$ cat src/core/serial_port_pkg.sv
// Constants, types and register map of the dual serial port block.
// Assumes a single 100 MHz clock domain and an AXI4-Lite register bus.
package serial_port_pkg;
  // Register byte offsets
  localparam logic [7:0] OFS_CTRL_A = 8'h00;
  localparam logic [7:0] OFS_CTRL_B = 8'h04;
  localparam logic [7:0] OFS_DIV_A = 8'h08;
  localparam logic [7:0] OFS_DIV_B = 8'h0c;
  localparam logic [7:0] OFS_TX_A = 8'h10;
  localparam logic [7:0] OFS_TX_B = 8'h14;
  localparam logic [7:0] OFS_RX_A = 8'h18;
  localparam logic [7:0] OFS_RX_B = 8'h1c;
  localparam logic [7:0] OFS_STAT = 8'h20;
  localparam logic [7:0] OFS_MC_TX = 8'h24;
  localparam logic [7:0] OFS_MC_RX = 8'h28;
  localparam logic [7:0] OFS_ABLEN = 8'h2c;
  localparam logic [7:0] OFS_FLAG = 8'h30;
  // Section field positions, tx section at 0, rx section at SEC_W
  localparam int F_EN = 0;
  localparam int F_FRM = 1;
  localparam int F_IFS = 2;
  localparam int F_INV = 3;
  localparam int F_LATE = 4;
  localparam int F_WL = 5;
  localparam int SEC_W = 9;
  // Port-wide fields
  localparam int F_ISCLK = 18;
  localparam int F_CMP = 19;
  localparam int F_AB = 21;
  localparam int F_ALT = 22;
  localparam int F_MC32 = 23;
  // Reset values and other constants
  localparam logic [31:0] CTRL_RST = 32'h0000_0000;
  localparam logic [15:0] DIV_RST = 16'h0003;
  localparam logic [3:0] WL_COMPAND = 4'h7;
  localparam logic [4:0] SLOT_LAST_24 = 5'h17;
  localparam logic [4:0] SLOT_LAST_32 = 5'h1f;
  localparam logic [1:0] RESP_OKAY = 2'b00;
  localparam logic [1:0] RESP_SLVERR = 2'b10;
  // Bit positions of one port's sensed pins
  localparam int B_CLK = 3;
  localparam int B_TXS = 2;
  localparam int B_RXS = 1;
  localparam int B_DAT = 0;

  typedef enum logic [1:0] {
    ST_IDLE = 2'b00,
    ST_PEND = 2'b01,
    ST_SHIFT = 2'b10
  } sec_state_t;

  typedef struct packed {
    logic clk;
    logic tx_sync;
    logic rx_sync;
    logic data;
  } link_sense_t;

  typedef struct packed {
    logic clk;
    logic clk_oe;
    logic tx_sync;
    logic tx_sync_oe;
    logic rx_sync;
    logic rx_sync_oe;
    logic data;
    logic data_oe;
  } link_drive_t;
endpackage

$ cat src/core/dual_serial_port.sv
// Two synchronous serial ports with AXI4-Lite registers and a tx FIFO.
// Assumes link pins arrive asynchronously; pads resolve the enables.
// What this block does
// - Two independent synchronous serial ports, usable for plain and multiprocessor links.
// - Each port has own tx and rx sections, each double-buffered.
// - Serial clock either taken from the pin or generated at programmable rate.
// - Tx and rx sections of a port have independent framing settings, except port A in multichannel mode, where tx uses the rx settings.
// - Each section runs unframed, or with internal or external frame sync.
// - Frame sync polarity selectable; normal or late sync with two widths.
// - Word length programmable from 1 to 16 bits for tx and rx.
// - Optional A-law or mu-law compression on tx, expansion on rx.
// - Tx and rx sections each raise their own word-done interrupt.
// - Autobuffer counts a repeating run of words; each word still passes through the registers.
// - In autobuffer mode interrupt comes once the whole run completes.
// - Port A multichannel mode picks slots within 24- or 32-word frames.
// - Port B pins can become two interrupt inputs and in/out flags.
// - Internal serial clock of port B stays usable in that pin mode.
// - Pin functions may be changed by software at any time.
// - Flag and interrupt functions on shared pins work concurrently.
`timescale 1ns/1ps

module sync_fifo #(
  parameter int WIDTH = 16,
  parameter int DEPTH = 32
) (
  // Clock and reset
  input wire logic aclk,
  input wire logic aresetn,
  // Fill side
  input wire logic in_valid,
  input wire logic [WIDTH-1:0] in_data,
  output logic in_ready,
  // Drain side
  output logic out_valid,
  output logic [WIDTH-1:0] out_data,
  input wire logic out_ready
);
  localparam int AW = $clog2(DEPTH);
  logic [WIDTH-1:0] mem [DEPTH];
  logic [AW-1:0] wp, rp;
  logic [AW:0] count;
  logic push, pop;

  assign in_ready = count != (AW+1)'(DEPTH);
  assign out_valid = count != '0;
  assign out_data = mem[rp];
  assign push = in_valid & in_ready;
  assign pop = out_valid & out_ready;

  always_ff @(posedge aclk) begin
    if (push) begin
      mem[wp] <= in_data;
    end
  end

  always_ff @(posedge aclk) begin
    if (!aresetn) begin
      wp <= '0;
      rp <= '0;
      count <= '0;
    end else begin
      if (push) begin
        wp <= (wp == AW'(DEPTH - 1)) ? '0 : wp + 1'b1;
      end
      if (pop) begin
        rp <= (rp == AW'(DEPTH - 1)) ? '0 : rp + 1'b1;
      end
      count <= count + (AW+1)'(push) - (AW+1)'(pop);
    end
  end
endmodule

module dual_serial_port #(
  parameter int TX_FIFO_DEPTH = 32
) (
  // Clock and reset
  input wire logic aclk,
  input wire logic aresetn,
  // AXI4-Lite write
  input wire logic [7:0] awaddr,
  input wire logic awvalid,
  output logic awready,
  input wire logic [31:0] wdata,
  input wire logic [3:0] wstrb,
  input wire logic wvalid,
  output logic wready,
  output logic [1:0] bresp,
  output logic bvalid,
  input wire logic bready,
  // AXI4-Lite read
  input wire logic [7:0] araddr,
  input wire logic arvalid,
  output logic arready,
  output logic [31:0] rdata,
  output logic [1:0] rresp,
  output logic rvalid,
  input wire logic rready,
  // Link pins, index 0 is port A
  input wire serial_port_pkg::link_sense_t [1:0] link_sense,
  output serial_port_pkg::link_drive_t [1:0] link_drive,
  // Events, index 0 A tx, 1 A rx, 2 B tx, 3 B rx
  output logic [3:0] word_irq,
  output logic ext_interrupt_line_zero,
  output logic ext_interrupt_line_one
);
  import serial_port_pkg::*;

  function automatic logic [31:0] merge(input logic [31:0] o, input logic [31:0] n,
                                        input logic [3:0] b);
    for (int i = 0; i < 4; i++) begin
      if (b[i]) o[i*8 +: 8] = n[i*8 +: 8];
    end
    return o;
  endfunction

  function automatic logic [7:0] compress(input logic [15:0] x, input logic alaw);
    logic neg;
    logic [15:0] m;
    logic [2:0] e;
    logic [3:0] t;
    neg = x[15];
    m = neg ? ~x : x;
    e = 3'h0;
    if (!alaw) begin
      m = m >> 2;
      if (m > 16'h1fde) m = 16'h1fde;
      m = m + 16'h0021;
      for (int i = 0; i < 8; i++) begin
        if (m[i+5]) e = 3'(i);
      end
      t = 4'(m >> (4'(e) + 4'h1));
      return {~neg, ~e, ~t};
    end
    m = m >> 3;
    for (int i = 0; i < 7; i++) begin
      if (m[i+5]) e = 3'(i + 1);
    end
    t = (e == 3'h0) ? m[4:1] : 4'(m >> e);
    return {~neg, e, t} ^ 8'h55;
  endfunction

  function automatic logic [15:0] expand(input logic [7:0] c, input logic alaw);
    logic [7:0] v;
    logic [15:0] t;
    if (!alaw) begin
      v = ~c;
      t = ({12'h000, v[3:0]} << 3) + 16'h0084;
      t = (t << v[6:4]) - 16'h0084;
      return v[7] ? ~t + 16'h0001 : t;
    end
    v = c ^ 8'h55;
    t = {8'h00, v[3:0], 4'h8};
    if (v[6:4] != 3'h0) t = (t + 16'h0100) << (v[6:4] - 3'h1);
    return v[7] ? t : ~t + 16'h0001;
  endfunction

  // Registers
  logic [31:0] ctrl [2];
  logic [15:0] div [2];
  logic [31:0] mc_tx, mc_rx;
  logic [15:0] ablen;
  logic flag_out;
  // AXI state
  logic aw_got, w_got;
  logic [7:0] aw_addr;
  logic [31:0] w_data;
  logic [3:0] w_strb;
  logic wr_fire, wr_ok, rd_fire, rd_ok;
  logic [31:0] rd_word;
  // Pin sampling and serial clocks
  logic [7:0] s1, s2, s3, filt;
  logic [15:0] div_cnt [2];
  logic [1:0] sclk_int, sclk_q, lvl, rise, fall;
  // Sections
  sec_state_t st [4];
  logic [3:0] bitc [4];
  logic [15:0] sh [4];
  logic [15:0] hold [4];
  logic [3:0] hold_v, fs_drv, fin, go, frm, mc;
  logic [8:0] cf [4];
  logic [3:0] wl [4];
  logic [7:0] abc [4];
  logic [4:0] slot;
  // Tx FIFO of port A
  logic fifo_in_ready, fifo_out_valid;
  logic [15:0] fifo_out_data;

  sync_fifo #(.WIDTH(16), .DEPTH(TX_FIFO_DEPTH)) tx_fifo (
    .aclk(aclk),
    .aresetn(aresetn),
    .in_valid(wr_fire && aw_addr == OFS_TX_A),
    .in_data(w_data[15:0]),
    .in_ready(fifo_in_ready),
    .out_valid(fifo_out_valid),
    .out_data(fifo_out_data),
    .out_ready(!hold_v[0])
  );

  // Write waits while the FIFO is full
  assign wr_fire = aw_got & w_got & ~bvalid & (aw_addr != OFS_TX_A | fifo_in_ready);
  assign wr_ok = aw_addr <= OFS_FLAG;
  assign rd_fire = arvalid & arready;

  always_comb begin
    rd_ok = 1'b1;
    case ({araddr[7:2], 2'b00})
      OFS_CTRL_A: rd_word = ctrl[0];
      OFS_CTRL_B: rd_word = ctrl[1];
      OFS_DIV_A: rd_word = {16'h0000, div[0]};
      OFS_DIV_B: rd_word = {16'h0000, div[1]};
      OFS_RX_A: rd_word = {16'h0000, hold[1]};
      OFS_RX_B: rd_word = {16'h0000, hold[3]};
      OFS_STAT: rd_word = {11'h000, slot, 4'h0, ext_interrupt_line_one,
                           ext_interrupt_line_zero, filt[4+B_DAT], ~fifo_in_ready,
                           hold_v, fs_drv};
      OFS_MC_TX: rd_word = mc_tx;
      OFS_MC_RX: rd_word = mc_rx;
      OFS_ABLEN: rd_word = {16'h0000, ablen};
      OFS_FLAG: rd_word = {31'h0, flag_out};
      OFS_TX_A, OFS_TX_B: rd_word = 32'h0000_0000;
      default: begin
        rd_word = 32'h0000_0000;
        rd_ok = 1'b0;
      end
    endcase
  end

  // Register bus slave; configuration may change at any time
  always_ff @(posedge aclk) begin
    if (!aresetn) begin
      awready <= 1'b1;
      wready <= 1'b1;
      aw_got <= 1'b0;
      w_got <= 1'b0;
      aw_addr <= 8'h00;
      w_data <= 32'h0000_0000;
      w_strb <= 4'h0;
      bvalid <= 1'b0;
      bresp <= RESP_OKAY;
      arready <= 1'b1;
      rvalid <= 1'b0;
      rdata <= 32'h0000_0000;
      rresp <= RESP_OKAY;
      ctrl[0] <= CTRL_RST;
      ctrl[1] <= CTRL_RST;
      div[0] <= DIV_RST;
      div[1] <= DIV_RST;
      mc_tx <= 32'h0000_0000;
      mc_rx <= 32'h0000_0000;
      ablen <= 16'h0000;
      flag_out <= 1'b0;
    end else begin
      if (awvalid && awready) begin
        aw_got <= 1'b1;
        aw_addr <= {awaddr[7:2], 2'b00};
        awready <= 1'b0;
      end
      if (wvalid && wready) begin
        w_got <= 1'b1;
        w_data <= wdata;
        w_strb <= wstrb;
        wready <= 1'b0;
      end
      if (wr_fire) begin
        aw_got <= 1'b0;
        w_got <= 1'b0;
        awready <= 1'b1;
        wready <= 1'b1;
        bvalid <= 1'b1;
        bresp <= wr_ok ? RESP_OKAY : RESP_SLVERR;
        case (aw_addr)
          OFS_CTRL_A: ctrl[0] <= merge(ctrl[0], w_data, w_strb);
          OFS_CTRL_B: ctrl[1] <= merge(ctrl[1], w_data, w_strb);
          OFS_DIV_A: div[0] <= 16'(merge({16'h0000, div[0]}, w_data, w_strb));
          OFS_DIV_B: div[1] <= 16'(merge({16'h0000, div[1]}, w_data, w_strb));
          OFS_MC_TX: mc_tx <= merge(mc_tx, w_data, w_strb);
          OFS_MC_RX: mc_rx <= merge(mc_rx, w_data, w_strb);
          OFS_ABLEN: ablen <= 16'(merge({16'h0000, ablen}, w_data, w_strb));
          OFS_FLAG: flag_out <= w_strb[0] ? w_data[0] : flag_out;
          default: ;
        endcase
      end else if (bvalid && bready) begin
        bvalid <= 1'b0;
      end
      if (rd_fire) begin
        arready <= 1'b0;
        rvalid <= 1'b1;
        rdata <= rd_word;
        rresp <= rd_ok ? RESP_OKAY : RESP_SLVERR;
      end else if (rvalid && rready) begin
        rvalid <= 1'b0;
        arready <= 1'b1;
      end
    end
  end

  // Pin inputs: three stages, a change counts once stages two and three agree
  always_ff @(posedge aclk) begin
    if (!aresetn) begin
      s1 <= 8'h00;
      s2 <= 8'h00;
      s3 <= 8'h00;
      filt <= 8'h00;
    end else begin
      s1 <= link_sense;
      s2 <= s1;
      s3 <= s2;
      filt <= (s2 & ~(s2 ^ s3)) | (filt & (s2 ^ s3));
    end
  end

  // Serial clock per port: divider or sensed pin
  always_comb begin
    for (int p = 0; p < 2; p++) begin
      lvl[p] = ctrl[p][F_ISCLK] ? sclk_int[p] : filt[p*4+B_CLK];
      rise[p] = lvl[p] & ~sclk_q[p];
      fall[p] = ~lvl[p] & sclk_q[p];
    end
  end

  always_ff @(posedge aclk) begin
    if (!aresetn) begin
      div_cnt[0] <= 16'h0000;
      div_cnt[1] <= 16'h0000;
      sclk_int <= 2'b00;
      sclk_q <= 2'b00;
    end else begin
      for (int p = 0; p < 2; p++) begin
        if (div_cnt[p] >= div[p]) begin
          div_cnt[p] <= 16'h0000;
          sclk_int[p] <= ~sclk_int[p];
        end else begin
          div_cnt[p] <= div_cnt[p] + 16'h0001;
        end
        sclk_q[p] <= lvl[p];
      end
    end
  end

  // Per-section settings and start condition
  always_comb begin
    for (int s = 0; s < 4; s++) begin
      mc[s] = (s < 2) && ctrl[0][F_ALT];
      cf[s] = mc[s] ? ctrl[0][SEC_W +: SEC_W] : ctrl[s/2][(s%2)*SEC_W +: SEC_W];
      wl[s] = ctrl[s/2][F_CMP+1] ? WL_COMPAND : cf[s][F_WL +: 4];
      frm[s] = cf[s][F_FRM] && !(mc[s] && slot != 5'h00);
      go[s] = cf[s][F_EN] && !(s >= 2 && ctrl[1][F_ALT]) &&
              ((s%2 == 1) || mc[s] || hold_v[s]) &&
              (!frm[s] || cf[s][F_IFS] ||
               ((mc[s] ? filt[B_RXS] : filt[(s/2)*4+B_TXS-(s%2)]) ^ cf[s][F_INV]));
    end
  end

  // Section engines: tx shifts on rising, rx samples on falling serial clock
  always_ff @(posedge aclk) begin
    if (!aresetn) begin
      for (int s = 0; s < 4; s++) begin
        st[s] <= ST_IDLE;
        bitc[s] <= 4'h0;
        sh[s] <= 16'h0000;
        hold[s] <= 16'h0000;
      end
      hold_v <= 4'h0;
      fs_drv <= 4'h0;
      fin <= 4'h0;
      slot <= 5'h00;
    end else begin
      fin <= 4'h0;
      if (!hold_v[0] && fifo_out_valid) begin
        hold[0] <= fifo_out_data;
        hold_v[0] <= 1'b1;
      end
      if (rd_fire && {araddr[7:2], 2'b00} == OFS_RX_A) hold_v[1] <= 1'b0;
      if (rd_fire && {araddr[7:2], 2'b00} == OFS_RX_B) hold_v[3] <= 1'b0;
      for (int s = 0; s < 4; s++) begin
        if (rise[s/2]) begin
          case (st[s])
            ST_IDLE: begin
              if (go[s] && frm[s] && !cf[s][F_LATE]) begin
                st[s] <= ST_PEND;
                fs_drv[s] <= 1'b1;
              end else if (go[s]) begin
                st[s] <= ST_SHIFT;
                fs_drv[s] <= frm[s];
                bitc[s] <= wl[s];
              end
            end
            ST_PEND: begin
              st[s] <= ST_SHIFT;
              fs_drv[s] <= 1'b0;
              bitc[s] <= wl[s];
            end
            ST_SHIFT: begin
              if (s%2 == 0 && bitc[s] == 4'h0) begin
                st[s] <= ST_IDLE;
                fs_drv[s] <= 1'b0;
                fin[s] <= 1'b1;
              end else if (s%2 == 0) begin
                bitc[s] <= bitc[s] - 4'h1;
              end
            end
            default: st[s] <= ST_IDLE;
          endcase
          // Load shifter as the word starts; holding buffer frees up
          if ((st[s] == ST_PEND || (st[s] == ST_IDLE && go[s] &&
               !(frm[s] && !cf[s][F_LATE])))) begin
            if (s%2 == 1) begin
              sh[s] <= 16'h0000;
            end else if (hold_v[s] && !(mc[s] && !mc_tx[slot])) begin
              sh[s] <= ctrl[s/2][F_CMP+1] ?
                       {8'h00, compress(hold[s], ctrl[s/2][F_CMP])} : hold[s];
              hold_v[s] <= 1'b0;
            end else begin
              sh[s] <= 16'h0000;
            end
          end
        end
        if (fall[s/2] && s%2 == 1 && st[s] == ST_SHIFT) begin
          sh[s] <= {sh[s][14:0], filt[(s/2)*4+B_DAT]};
          if (bitc[s] == 4'h0) begin
            st[s] <= ST_IDLE;
            fs_drv[s] <= 1'b0;
            fin[s] <= 1'b1;
            if (!(mc[s] && !mc_rx[slot])) begin
              hold[s] <= ctrl[s/2][F_CMP+1] ?
                         expand({sh[s][6:0], filt[(s/2)*4+B_DAT]}, ctrl[s/2][F_CMP]) :
                         {sh[s][14:0], filt[(s/2)*4+B_DAT]};
              hold_v[s] <= 1'b1;
            end
            if (mc[s]) begin
              slot <= (slot == (ctrl[0][F_MC32] ? SLOT_LAST_32 : SLOT_LAST_24)) ?
                      5'h00 : slot + 5'h01;
            end
          end else begin
            bitc[s] <= bitc[s] - 4'h1;
          end
        end
      end
      // Write in the cycle the old word loads stays pending
      if (wr_fire && aw_addr == OFS_TX_B) begin
        hold[2] <= w_data[15:0];
        hold_v[2] <= 1'b1;
      end
    end
  end

  // Word events; autobuffer counts words and signals once per run
  always_ff @(posedge aclk) begin
    if (!aresetn) begin
      word_irq <= 4'h0;
      for (int s = 0; s < 4; s++) begin
        abc[s] <= 8'h00;
      end
    end else begin
      for (int s = 0; s < 4; s++) begin
        word_irq[s] <= 1'b0;
        if (fin[s] && !ctrl[s/2][F_AB]) begin
          word_irq[s] <= 1'b1;
        end else if (fin[s] && abc[s] == ablen[(s/2)*8 +: 8]) begin
          word_irq[s] <= 1'b1;
          abc[s] <= 8'h00;
        end else if (fin[s]) begin
          abc[s] <= abc[s] + 8'h01;
        end
      end
    end
  end

  // Pin drivers; port B can trade serial pins for interrupts and flags
  always_ff @(posedge aclk) begin
    if (!aresetn) begin
      link_drive <= '0;
      ext_interrupt_line_zero <= 1'b0;
      ext_interrupt_line_one <= 1'b0;
    end else begin
      for (int p = 0; p < 2; p++) begin
        link_drive[p].clk <= sclk_int[p];
        link_drive[p].clk_oe <= ctrl[p][F_ISCLK];
        link_drive[p].tx_sync <= fs_drv[2*p] ^ ctrl[p][F_INV];
        link_drive[p].tx_sync_oe <= ctrl[p][F_IFS] && ctrl[p][F_FRM] && !mc[2*p] &&
                                    !(p == 1 && ctrl[1][F_ALT]);
        link_drive[p].rx_sync <= fs_drv[2*p+1] ^ ctrl[p][SEC_W+F_INV];
        link_drive[p].rx_sync_oe <= ctrl[p][SEC_W+F_IFS] && ctrl[p][SEC_W+F_FRM] &&
                                    !(p == 1 && ctrl[1][F_ALT]);
        link_drive[p].data <= (p == 1 && ctrl[1][F_ALT]) ? flag_out : sh[2*p][bitc[2*p]];
        link_drive[p].data_oe <= (p == 1 && ctrl[1][F_ALT]) ||
                                 (st[2*p] == ST_SHIFT && !(mc[2*p] && !mc_tx[slot]));
      end
      ext_interrupt_line_zero <= ctrl[1][F_ALT] & filt[4+B_RXS];
      ext_interrupt_line_one <= ctrl[1][F_ALT] & filt[4+B_TXS];
    end
  end
endmodule

$ cat config.mk
export PLATFORM = sky130hd
export DESIGN_NAME = dual_serial_port
export DESIGN_NICKNAME = d
export VERILOG_FILES = /design/src/core/serial_port_pkg.sv /design/src/core/dual_serial_port.sv
export SDC_FILE = /design/constraint.sdc
export NUM_CORES = 2
export LEC_CHECK = 0
export BUFFER_PORTS_ARGS = -buffer_cell sky130_fd_sc_hd__buf_4
export CAP_MARGIN = 5
export CORE_ASPECT_RATIO = 0.7
export CORE_MARGIN = 2
export CORE_UTILIZATION = 55
export DETAILED_ROUTE_END_ITERATION = 12
export GPL_ROUTABILITY_DRIVEN = 0
export PLACE_DENSITY_LB_ADDON = 0.08
export RECOVER_POWER = 25
export SYNTH_ARGS = -nofsm -noshare
export SYNTH_HDL_FRONTEND = slang
export SYNTH_SLANG_ARGS = --single-unit
$ cat constraint.sdc
create_clock -name aclk -period 4.77 [get_ports aclk]
set_input_delay 0.7155 -clock aclk [delete_from_list [all_inputs] [get_ports aclk]]
set_output_delay 0.7155 -clock aclk [all_outputs]
set_load 0.03 [all_outputs]
# Word level (Yosys, flattened, before mapping)
# Memory sizes are Yosys's and may differ from the RTL's. A register that Yosys moved wholly into a read port is not among the register bits.
# Index checks and enable logic that the tools add are counted.
# Widths: inputs -> output; s select.
[word_totals]
n_memories = 9
reg_bits = 257
rom_bits = 0
mem_bits_rw = 824
latch_bits = 0
word_cells = 948
[memory_table]
columns = ["name", "depth", "word_bits", "read_ports", "rd_clocked_by_memory_dff", "wr", "line", "rtl"]
rows = [
  ["tx_fifo.mem", 32, 16, 1, 1, 1, "dual_serial_port.sv:39", "logic [WIDTH-1:0] mem [DEPTH];"],
  ["ctrl", 2, 32, 2, 0, 2, "dual_serial_port.sv:158", "logic [31:0] ctrl [2];"],
  ["hold", 4, 16, 4, 0, 4, "dual_serial_port.sv:178", "logic [15:0] hold [4];"],
  ["sh", 4, 16, 4, 0, 4, "dual_serial_port.sv:177", "logic [15:0] sh [4];"],
  ["abc", 4, 8, 4, 0, 4, "dual_serial_port.sv:182", "logic [7:0] abc [4];"],
  ["div", 2, 16, 2, 0, 2, "dual_serial_port.sv:159", "logic [15:0] div [2];"],
  ["+3 memories", "-", "-", "-", "-", "-", "-", ""],
]
[classes]
addsub = 31
n_bitwise = 113
shifts = 8
muxes = 538
div = 0
n_eq_ne = 42
reduce_logical = 139
n_lt_le_gt_ge = 8
n_mul = 0
[ops]
columns = ["op", "count"]
rows = [
  ["$mux 16", 70],
  ["$mux 8", 68],
  ["$pmux 32 s11", 1],
  ["$mux 1", 292],
  ["$mux 3", 48],
  ["$add 16x1->16 const B", 6],
  ["$not 16->16", 6],
  ["$mux 4", 19],
  ["$mux 32", 2],
  ["$logic_and 1x1->1", 61],
  ["$or 1x1->1", 61],
  ["$eq 6x4->1 const B", 9],
  ["$mux 2", 22],
  ["$eq 6x3->1 const B", 6],
  ["$reduce_and 3->1", 12],
  ["$add 16x6->16 const B", 2],
  ["$add 8x1->8 const B", 4],
  ["$eq 8x8->1", 4],
  ["$ge 16x16->1", 2],
  ["$shl 10x3->16", 2],
  ["$shl 9x3->16", 2],
  ["$shr 16x4->4", 2],
  ["$sub 16x8->16 const B", 2],
  ["$gt 14x13->1 const B", 2],
  ["other kinds (54)", 174],
]

# Logic depth before layout (Yosys ltp)
[depth]
ltp_word = 51
mapped_depth = 21
ltp_nobuf = 17

# Modules after synthesis
# From an unflattened synthesis, not the netlist that was laid out.
[hier_totals]
cells_unflattened = 4444
area_unflattened_um2 = 52167.5
[modules_own_cells]
columns = ["mod", "area_each_um2", "instances", "seq_area_each_um2", "cells_each"]
rows = [
  ["dual_serial_port", 31398.9, 1, 14093.5, 3366],
  ["sync_fifo", 20768.7, 1, 15795.1, 1078],
]

# Worst setup path before layout
# Ideal clock, no wire load.
[synth_path]
path_type = "reg-to-reg"
from = "memory hold[2][15]"
to = "memory sh[2][2], data pin"
path_buffers = 6
path_stages_with_launch = 20
arrival_time_ps = 4603
setup_slack_ps = -96
setup_ps = 263
path_cell_list = "edfxtp_1 > buf_2 > buf_2 > buf_1 > clkbuf_1 > clkbuf_1 > xnor2_1 > nor2_1 > ha_1 > o221ai_1 > a221oi_1 > mux2_2 > inv_1 > nand3_1 > a311o_1 > and2_1 > clkbuf_1 > mux2i_1 > a21oi_1 > a2111o_1"
[synth_rtl]
columns = ["item", "line"]
rows = [
  ["start: declaration", "dual_serial_port.sv:178"],
  ["end: declaration", "dual_serial_port.sv:177"],
]

==> flow_metrics.tcl <==
set metrics [dict create \
    ant_nets 0 \
    postSynthCellCount 4266 \
    crit_fanout 7 \
    failed_checks "max-capacitance violations, max-slew violations" \
    max_slew_margin_pct -104 \
    cts_hold_buf 0 \
    swShare_pct 30.5 \
    num_vias 36426 \
    fp.coreArea_sq_mm 0.0939 \
    syn_area_sq_mm 0.0521 \
    crit_arrival_ns 5.19 \
    initial_core_util_pct 55.5 \
    dp_cells 5565 \
    seqCellArea_sq_mm 0.0299 \
    cts_tree "built" \
    routed_via_density 6.32 \
    outcome "finished with violations" \
    port_buffers 123 \
    setup_viol 0 \
    power_uw 25800 \
    seq_power_share_pct 42.2 \
    synth-seq-area-share_pct 57.4 \
    fmax_mhz 214 \
    start_kind "flip-flop" \
    syn_to_final_growth_pct 12.1 \
    power.density_mw_per_mm2 443 \
    multi_input_area_sq_mm 0.0209 \
    clock-sinks 1082 \
    drive_above_1_share_pct 15.8 \
    grt_pass1_vias 33640 \
    die_area_sq_mm 0.0972 \
    worst_setup_path_end_kind "flip-flop" \
    p_leak_uw 0.0205 \
    rows 94 \
    clk_latency_ns 0.71 \
    p_comb_share_pct 25.8 \
    dp_hpwl_um 103000 \
    overflow 0 \
    criticalPathCategory "reg2reg" \
    final_area_sq_mm 0.0584 \
    reg2reg_depth 16 \
    dieHeight_um 261 \
    clkPwrFrac_pct 31.9 \
    layoutNonFillerInstCount 5764 \
    nFillCells 7297 \
    async_reset_ff_share_pct 0 \
    antenna_found_initial 6 \
    syn-mean-instance-area_sq_um 12.2 \
    hp-class "in2reg" \
    cts_root_buf "clkbuf_16" \
    nets 4585 \
    route.detailed.drc 0 \
    synth_edf_count 822 \
    finalMaxSlewViolations 724 \
    ios 130 \
    fin_setup_tns_ns 0 \
    cts_inserted_buffers 101 \
    synth_ff_type "edfxtp_1" \
    fp.dieW_um 372 \
    ys_ff_latch 1082 \
    clk_pin_slew_ns 0.06 \
    grt_max_degree 85 \
    worst_hold_path.num_cells 2 \
    yosys_warnings 0 \
    hold_violations 0 \
    routedWlPerCell_um 25.8 \
    htreeDepth 3 \
    dpl_cell_area_sq_mm 0.0549 \
    ir_drop_mv 0.308 \
    max_cap_violations 17 \
    routed_wl_um 149000 \
    p_switching_uw 7880 \
    grt_first_pass_wirelength_um 219000 \
    timing.final.crit_share_pct 97.8 \
    diodes 0 \
    dr.pass1.iters 9 \
    grt_util_all_layers_pct 30.4 \
    synth_cell_type_count 103 \
    tightest_slew_ns 3.07 \
    finClkSkew_ns 0.0412 \
    drt_iter0_markers 5050 \
    cts_max_path_buffers 3 \
    internal_power_uw 18000 \
    cp.required_ns 5.29 \
    period_needed_ns 4.67 \
]
## registers in the layout, summed over array words and instances, names as in the netlist, 6 cells and up, named ones only
signal and flops:
ctrl 64, hold 64, w_data 32, tx_fifo.count 6, link_drive 16, aw_addr 6
mc_rx 32, div 32, st 8, bitc 16, tx_fifo.mem 512, ablen 16
s2 8, div_cnt 32, s3 8, mc_tx 32, abc 32, s1 8
sh 62, rdata 32
## layout make-up
type / instances / area share, %
clock buffers: 145 / 4.89
clock inverters: 47 / 0.913
inverters: 144 / 0.928
multi-input cells: 2815 / 35.8
flip-flops and latches: 1082 / 51.2
well taps: 1248 / 2.68
repair buffers: 283 / 3.60
## worst max-delay path: stages (launching register included)
cell and delay (ns):
edfxtp_1 0.38, or4b_4 0.55, and2_1 0.21, a211o_1 0.30, nand3_1 0.09, o31ai_1 0.09, ha_2 0.25, and3_1 0.21
a32oi_2 0.37, and4_4 0.32, a211oi_4 0.06, o31ai_4 0.47, mux2i_1 0.31, nor3_1 0.06, or4_1 0.53, o31a_1 0.14
a31oi_1 0.17
## layer usage
layer	GRT usage [%]	share of wire, %
met5	0	0.020
met4	5.61	1.8
met3	8.87	12
met2	40.9	40
met1	48.6	46
## final timing paths
kind                            slack [ns]       end         from
worst max-delay path                  0.10  sh[0][2]  hold[0][14]
worst min-delay path                  0.21    wready       wvalid
worst max register to register        0.10  sh[0][2]  hold[0][14]
worst min register to register        0.43     s2[6]        s1[6]
## cells in the mapped netlist (13+ instances only)
cell type	n	area, sq um
and3_1	90	563
mux2_2	24	270
nand2_1	361	1360
and2_1	103	644
nand2b_1	28	175
nor3_1	77	385
a222oi_1	15	150
ha_1	90	1130
nor3b_1	14	105
edfxtp_1	822	24700
nand3b_1	18	135
buf_1	39	146
a21o_1	26	195
nor2b_1	26	163
o211ai_1	38	285
inv_1	138	518
o21ai_0	149	746
or2_2	13	81.3
clkbuf_1	203	762
a211oi_1	37	278
xnor2_1	122	1070
a31oi_1	49	307
nor2_1	411	1540
mux2i_1	143	1430
a21oi_1	221	1110
o21a_1	17	128
nand3_1	118	591
o22ai_1	21	131
xor2_1	79	692
dfxtp_1	260	5200
nand4_1	25	156
a22oi_1	66	495
or3_1	14	87.6
a221oi_1	16	140
mux4_2	196	4410
## cell families after synthesis
family / Yosys count / share of synthesized area, %
AO/OA/AOI/OAI: 773 / 9.77
other: 2 / 0.0144
multiplexers: 365 / 11.8
AND/OR/NAND/NOR: 1349 / 12.3
adder cells (fa/ha/maj): 92 / 2.22
flip-flops: 1082 / 57.4
XOR/XNOR: 202 / 3.43
buffers and inverters: 401 / 2.97
## layout by cell type, fill, tap and decap left out, types with 75 or more instances in the layout
master,count
edfxtp_1,822
nor2_1,409
nand2_1,361
buf_4,260
dfxtp_1,257
a21oi_1,220
mux4_2,196
o21ai_0,147
mux2i_1,141
inv_1,138
xnor2_1,122
nand3_1,118
clkbuf_16,102
and2_1,91
and3_1,89
ha_1,88
xor2_1,78
nor3_1,75
## stage by stage
stage          worst slack, ns  hold WS [ns]  utilization, %
3_3_place_gp             0.141         0.415            58.5
5_1_grt                -0.0371         0.187            62.2
3_5_place_dp            0.0814         0.419            58.5
4_1_cts                 0.0647         0.163            62.1
2_1_floorplan           0.0158         0.412               -
6_report                 0.104         0.206            62.2
## power groups by stage
stage               combinational, uW  clock, uW  sequential (uW)
finish                           6670       8250            10900
global route                     7170       8700            11000
CTS                              6370       8340            10900
detailed placement               6330          0            11100
global placement                 6270          0            11100
floorplan                        4590          0            10900
## repair_timing
| item | in CTS | in global routing |
|---|---|---|
| gates resized for setup | 0 | 24 |
| setup buffers | 0 | 7 |
| setup endpoints to repair | 0 | 7 |
No activity file was read; power rests on OpenSTA's default activity.
